File: config.mk
export PLATFORM = sky130hd
export DESIGN_NAME = power_state_and_progress_features
export DESIGN_NICKNAME = d
export VERILOG_FILES = /design/src/feature_pkg.sv /design/src/feature_store.sv /design/src/power_state_and_progress_features.sv
export SDC_FILE = /design/constraint.sdc
export NUM_CORES = 1
export LEC_CHECK = 0
export BUFFER_PORTS_ARGS = -buffer_cell sky130_fd_sc_hd__buf_2
export CAP_MARGIN = 20
export CORE_MARGIN = 2
export CORE_UTILIZATION = 40
export DETAILED_ROUTE_END_ITERATION = 7
export GPL_ROUTABILITY_DRIVEN = 0
export PLACE_DENSITY_LB_ADDON = 0.25
export SLEW_MARGIN = 20
export SYNTH_ARGS = -nofsm -noshare
export SYNTH_HDL_FRONTEND = slang
export SYNTH_SLANG_ARGS = --single-unit
File: constraint.sdc
create_clock -name clk_sys_in -period 2.2 [get_ports clk_sys_in]
set_clock_uncertainty 0.15 [all_clocks]
set_input_delay 0 -clock clk_sys_in [delete_from_list [all_inputs] [get_ports clk_sys_in]]
set_output_delay 0 -clock clk_sys_in [all_outputs]
set_load 0.05 [all_outputs]
File: src/feature_pkg.sv
// constants for the power state and progress feature handler
// assumes a 200 MHz single clock and commands already decoded to feature id and dword 11
// Operation
// - feature id 11h selects the non-operational power state configuration word.
// - get of that configuration returns current settings in completion dword 0.
// - bit 0 is permissive mode enable; bits 31:1 reserved.
// - enable set lets background work exceed non-operational limits up to operational limits.
// - enable clear keeps background work within non-operational limits; work is deferred.
// - when disabled, power-using thermal management may stop; reduced performance after resume.
// - setting enable without advertised support fails with invalid field status.
// - feature id 80h selects the software progress marker word.
// - progress marker value is kept across every power state transition.
// - get of the progress marker returns it in completion dword 0.
// - bits 7:0 hold the pre-boot load count; bits 31:8 reserved.
package feature_pkg;
	localparam logic [7:0] FID_NONOP_POWER = 8'h11;
	localparam logic [7:0] FID_PROGRESS = 8'h80;
	localparam int PERMISSIVE_BIT = 0;
	localparam int LOAD_COUNT_LSB = 0;
	localparam int LOAD_COUNT_W = 8;
	localparam logic NONOP_RESET = 1'b0;
	localparam logic [7:0] LOAD_COUNT_RESET = 8'h00;
	localparam logic [7:0] STATUS_SUCCESS = 8'h00;
	localparam int CPL_LATENCY = 1;
endpackage

File: src/feature_store.sv
// holds the two feature words, only their defined bits
// assumes writes are already validated by the command handler
`timescale 1ns/1ps
module feature_store #(
	parameter int COUNT_W = 8
) (
	// clock and control
	input wire logic clk_sys_in,
	input wire logic sys_rst_in,
	input wire logic ce_in,
	// write side
	input wire logic wr_nonop_in,
	input wire logic wr_progress_in,
	input wire logic [31:0] wdata_in,
	// stored values
	output logic permissive_out,
	output logic [COUNT_W-1:0] load_count_out
);
	import feature_pkg::*;

	logic permissive_reg, permissive_next;
	logic [COUNT_W-1:0] count_reg, count_next;

	always_comb begin
		permissive_next = permissive_reg;
		count_next = count_reg;
		if (wr_nonop_in) begin
			permissive_next = wdata_in[PERMISSIVE_BIT];
		end
		if (wr_progress_in) begin
			count_next = wdata_in[LOAD_COUNT_LSB +: COUNT_W];
		end
	end

	// no power state input here: the count survives every transition
	always_ff @(posedge clk_sys_in) begin
		if (sys_rst_in) begin
			permissive_reg <= NONOP_RESET;
			count_reg <= COUNT_W'(LOAD_COUNT_RESET);
		end else if (ce_in) begin
			permissive_reg <= permissive_next;
			count_reg <= count_next;
		end
	end

	assign permissive_out = permissive_reg;
	assign load_count_out = count_reg;
endmodule

File: src/power_state_and_progress_features.sv
// set/get feature handler for non-operational power config and progress marker
// assumes one command per cycle at most, feature id and dword 11 already extracted
// every output is registered; a taken command completes on the next edge
`timescale 1ns/1ps
module power_state_and_progress_features #(
	parameter int COUNT_W = feature_pkg::LOAD_COUNT_W,
	parameter logic [7:0] STATUS_INVALID_FIELD = 8'h02
) (
	// clock, reset, enable
	input wire logic clk_sys_in,
	input wire logic sys_rst_in,
	input wire logic ce_in,
	// command request
	input wire logic cmd_valid_in,
	input wire logic cmd_is_set_in,
	input wire logic [7:0] cmd_fid_in,
	input wire logic [31:0] cmd_dw11_in,
	// controller capability
	input wire logic permissive_supported_in,
	// power and background activity
	input wire logic nonop_state_in,
	input wire logic bg_request_in,
	input wire logic bg_done_in,
	// completion
	output logic cpl_valid_out,
	output logic [31:0] cpl_dw0_out,
	output logic [7:0] cpl_status_out,
	// power policy
	output logic permissive_mode_enable_out,
	output logic bg_run_out,
	output logic bg_boost_out,
	output logic thermal_power_off_out,
	output logic reduced_perf_out
);
	import feature_pkg::*;

	typedef enum logic [2:0] {
		BG_IDLE = 3'b001,
		BG_DEFERRED = 3'b010,
		BG_CATCHUP = 3'b100
	} bg_state_t;

	function automatic logic fid_known(input logic [7:0] fid);
		fid_known = (fid == FID_NONOP_POWER) || (fid == FID_PROGRESS);
	endfunction

	// strict mode in a non-operational state: background work must wait
	function automatic logic strict_nonop(input logic nonop, input logic enable);
		strict_nonop = nonop && !enable;
	endfunction

	// enable bit asked for on a controller that cannot honour it
	function automatic logic enable_refused(input logic [31:0] dw11, input logic supported);
		enable_refused = dw11[PERMISSIVE_BIT] && !supported;
	endfunction

	// only defined fields are placed, so reserved bits always read as zero
	function automatic logic [31:0] nonop_word(input logic enable);
		nonop_word = 32'h0000_0000;
		nonop_word[PERMISSIVE_BIT] = enable;
	endfunction

	function automatic logic [31:0] progress_word(input logic [COUNT_W-1:0] count);
		progress_word = 32'h0000_0000;
		progress_word[LOAD_COUNT_LSB +: COUNT_W] = count;
	endfunction

	logic permissive;
	logic [COUNT_W-1:0] load_count;
	logic wr_nonop, wr_progress, reject;

	// command group
	logic cpl_valid_reg, cpl_valid_next;
	logic [31:0] cpl_dw0_reg, cpl_dw0_next;
	logic [7:0] cpl_status_reg, cpl_status_next;

	// policy group
	bg_state_t bg_state_reg, bg_state_next;
	logic bg_run_reg, bg_run_next;
	logic bg_boost_reg, bg_boost_next;
	logic thermal_off_reg, thermal_off_next;
	logic reduced_reg, reduced_next;
	// copy of the stored enable, one cycle behind the store
	logic perm_reg, perm_next;

	// command decode and completion
	always_comb begin
		reject = 1'b0;
		wr_nonop = 1'b0;
		wr_progress = 1'b0;
		cpl_valid_next = 1'b0;
		cpl_dw0_next = 32'h0000_0000;
		cpl_status_next = STATUS_SUCCESS;
		if (cmd_valid_in) begin
			cpl_valid_next = 1'b1;
			if (!fid_known(cmd_fid_in)) begin
				reject = 1'b1;
			end else if (cmd_fid_in == FID_NONOP_POWER) begin
				if (cmd_is_set_in) begin
					// enable without support refuses the whole write
					reject = enable_refused(cmd_dw11_in, permissive_supported_in);
					wr_nonop = !reject;
				end else begin
					cpl_dw0_next = nonop_word(permissive);
				end
			end else begin
				if (cmd_is_set_in) begin
					// count policy belongs to host software; store as written
					wr_progress = 1'b1;
				end else begin
					cpl_dw0_next = progress_word(load_count);
				end
			end

			// a refused command still completes, with zero data
			if (reject) begin
				cpl_status_next = STATUS_INVALID_FIELD;
			end
		end
	end

	// background work policy in non-operational states
	always_comb begin
		bg_state_next = bg_state_reg;
		perm_next = permissive;
		bg_run_next = 1'b0;
		bg_boost_next = 1'b0;
		thermal_off_next = strict_nonop(nonop_state_in, permissive);

		case (bg_state_reg)
			BG_IDLE: begin
				if (bg_request_in && strict_nonop(nonop_state_in, permissive)) begin
					bg_state_next = BG_DEFERRED;
				end
			end
			BG_DEFERRED: begin
				// held-back work waits for the resume, or for permission
				if (!nonop_state_in) begin
					bg_state_next = BG_CATCHUP;
				end else if (permissive) begin
					bg_state_next = BG_IDLE;
				end
			end
			BG_CATCHUP: begin
				// falling asleep again before catch-up ends defers the rest
				if (bg_done_in) begin
					bg_state_next = BG_IDLE;
				end else if (nonop_state_in) begin
					bg_state_next = BG_DEFERRED;
				end
			end
			default: begin
				bg_state_next = BG_IDLE;
			end
		endcase

		// run permission follows the request with one cycle of latency
		if (bg_request_in) begin
			if (!nonop_state_in) begin
				bg_run_next = 1'b1;
			end else if (permissive) begin
				bg_run_next = 1'b1;
				bg_boost_next = 1'b1;
			end
		end

		// taken from the next state so the flag rises with the resume
		reduced_next = (bg_state_next == BG_CATCHUP);
	end

	// command group registers
	always_ff @(posedge clk_sys_in) begin
		if (sys_rst_in) begin
			cpl_valid_reg <= 1'b0;
			cpl_dw0_reg <= 32'h0000_0000;
			cpl_status_reg <= STATUS_SUCCESS;
		end else if (ce_in) begin
			cpl_valid_reg <= cpl_valid_next;
			cpl_dw0_reg <= cpl_dw0_next;
			cpl_status_reg <= cpl_status_next;
		end
	end

	// policy group registers; a low enable freezes them with the rest
	always_ff @(posedge clk_sys_in) begin
		if (sys_rst_in) begin
			bg_state_reg <= BG_IDLE;
			bg_run_reg <= 1'b0;
			bg_boost_reg <= 1'b0;
			thermal_off_reg <= 1'b0;
			reduced_reg <= 1'b0;
			perm_reg <= NONOP_RESET;
		end else if (ce_in) begin
			bg_state_reg <= bg_state_next;
			bg_run_reg <= bg_run_next;
			bg_boost_reg <= bg_boost_next;
			thermal_off_reg <= thermal_off_next;
			reduced_reg <= reduced_next;
			perm_reg <= perm_next;
		end
	end

	// storage kept apart so only a taken set or reset can touch it
	feature_store #(
		.COUNT_W(COUNT_W)
	) u_store (
		.clk_sys_in(clk_sys_in),
		.sys_rst_in(sys_rst_in),
		.ce_in(ce_in),
		.wr_nonop_in(wr_nonop),
		.wr_progress_in(wr_progress),
		.wdata_in(cmd_dw11_in),
		.permissive_out(permissive),
		.load_count_out(load_count)
	);

	// every output straight from its flop
	assign cpl_valid_out = cpl_valid_reg;
	assign cpl_dw0_out = cpl_dw0_reg;
	assign cpl_status_out = cpl_status_reg;
	assign permissive_mode_enable_out = perm_reg;
	assign bg_run_out = bg_run_reg;
	assign bg_boost_out = bg_boost_reg;
	assign thermal_power_off_out = thermal_off_reg;
	assign reduced_perf_out = reduced_reg;
endmodule

==> out/qor.txt <==
Tot GR Track Use: 0.165
max-capacitance violation count: 0
synth top area cells: dfxtp_1, buf_4, mux2i_1
commonest non-fill, non-tap cells in the layout: buf_2, dlygate4sd3_1, conb_1
Cell variety after synth: 41
Post-DRT Antenna Nets: 0
hpwl dp: 2.11 mm
Synth Instances: 161
Vias: 1278
Pleak: 0.942 nW
Area growth, synth to finish: 36.3%
Initial Utilization: 0.419
Worst Tran Pin Value: 0.539 ns
I/O Pins: 95
Most common cell on crit path: dlygate4sd3_1
GRT Residual Overflow: 0
final WL: 3.18 mm
register area share after synthesis: 0.384
fin crit share: 0.959
yosys warns: 0
crit start category: input pin
Tmin final: 2.11 ns
Finished Core Util: 0.570
first-pass GRT wire length: 5.44 mm
pin count of the biggest net entering global routing: 27
Die Span X: 63.3 um
CTS tree: yes
IO buf count: 39
DRC: 0
CP Cell Sequence: buf_2 -> dlygate4sd3_1 -> clkinv_1 -> o32ai_1 -> o211ai_1 -> a21oi_1 -> dlygate4sd3_1
Peak VDD IR: 0.309 mV
Die Y: 63.3 um
worst slack at placement: 0.325 ns
antenna violations before repair: 0
Initial DRT Pass Iterations: 4
Bufs on Longest Clock Path: 2
Yosys top cell by area: dfxtp_1
Setup Viol. Count Final: 0
final worst setup slack: 0.0903 ns
mean area per synthesized cell: 8.74 sq um
unrepaired setup endpoints after global routing: no
hold_sp: bg_done_in
CP startpoint: ce_in
setup tns final: 0 ns
Yosys top cell area share: 0.384
maximum fanout along the worst path: 8
CP bufs+invs: 4
Yosys reg bits: 27
Worst path top cell family by delay: buffers and inverters
Final nets: 283
CP arrival: 2.24 ns
die footprint: 4010 sq um
most common cell after layout, fill and taps aside: buf_2
proportion of layout cells with a drive suffix above 1: 0.219
Critical Path RT: 2.33 ns
PwrDens: 507 nW/um^2
kind of critical path: input pin to register
R2R Path Start: bg_state_reg[2]$_SDFFE_PP0P_
clk slew on worst S/H paths: 0.14 ns
H-tree levels: 1
Max Slew Vio Count: 0
Avg WL per Cell: 11.4 um
crit end category: register
Diodes inserted: 0
status: completed
CP max-delay cell: dlygate4sd3_1
Worst Hold Class: input pin to register
Root Buffer: clkbuf_4
fmax: 0.474 GHz
DR iter-0 viols: 84
Num CTS Buffers: 3
number of global-route vias before repair: 1242
CTS sink count: 27
Worst slew margin: 0.638
vias per std cell: 4.58
Cell Area, Synth: 1410 sq um
final hold violation count: 0
FP Rows: 21
Pwr Total: 973 uW
core area: 3360 sq um
max incr delay on CP: 0.62 ns
latest clock arrival within the worst-skew pair: 0.33 ns
[worst paths after layout]
kind                                    to  cells past startpoint  slack [ns]
min reg2reg    cpl_dw0_out[0]$_SDFFE_PP0P_                      2        0.32
min          reduced_perf_out$_SDFFE_PP0P_                      5        0.05
max           bg_state_reg[1]$_SDFFE_PP0P_                      7        0.09
max reg2reg   bg_state_reg[1]$_SDFFE_PP0P_                      5        0.16
[report_power, final]
group          switching [mW]  total, mW  internal (mW)
clock network           0.153      0.227         0.0742
registers             0.00561      0.501          0.495
logic                   0.179      0.244         0.0650
[worst register-to-register path, delay by kind of cell, from the launching register on]
family	cells	cell delay (ns)
AO/OA/AOI/OAI	3	0.45
buffers and inverters	1	0.55
AND/OR/NAND/NOR	1	0.42
flip-flops	1	0.44
[area by class of cell]
type	count	area (sq um)
Multi-Input combinational cell	121	698
Tap cell	46	57.6
Clock buffer	3	22.5
Fill cell	324	1450
Sequential cell	27	543
Inverter	4	15.0
Timing Repair Buffer	77	573
Clock inverter	1	8.76
[metrics by stage]
step	area, sq um	hold WS [ns]	instances
after floorplan	1520	-0.00606	191
after global placement	1510	0.0819	238
after detailed placement	1510	0.0926	238
after CTS	1910	0.0230	279
after global routing	1920	0.0386	279
final	1920	0.0477	279
[cells by family after synthesis]
group | synth area share
compound gates | 0.146
xor+xnor | 0.00622
buf+inv | 0.204
simple gates | 0.194
flops | 0.384
other cells | 0.00266
mux | 0.0640
[Yosys cell counts, drive strengths merged]
library cell and number:
nand4bb 1, nand3 3, a21o 1, or3 1, or2 1, conb 1
mux2i 9, o211ai 1, nor2b 1, inv 3, or4 1, o32ai 2
a21boi 1, nand2 11, a211oi 1, o31ai 1, nand4b 1, nand3b 1
nor4 1, clkinv 1, and3b 1, nand4 1, o21ai 3, dfxtp 27
buf 33, clkbuf 6, a21oi 8, and3 2, xnor2 1, nand2b 2
o21bai 1, nor3 1, a41o 1, a22oi 8, or3b 2, a32oi 1
o311ai 1, nor2 19
[per-layer routing]
metal | track usage | share of wire | vias up
met1 | 0.193 | 0.41 | 606
met3 | 0.0518 | 0.057 | 0
met5 | 0 | 0 | -
li1 | - | - | 637
met4 | 0.00815 | 0 | 0
met2 | 0.307 | 0.53 | 35
[timing repair]
action	in CTS	in global routing
endpoints found under the hold margin	27	0
setup endpoints to repair	0	7
setup buffers	0	0
hold buffers	37	0
resized for setup	0	3
Power figures use the tool's default switching activity.
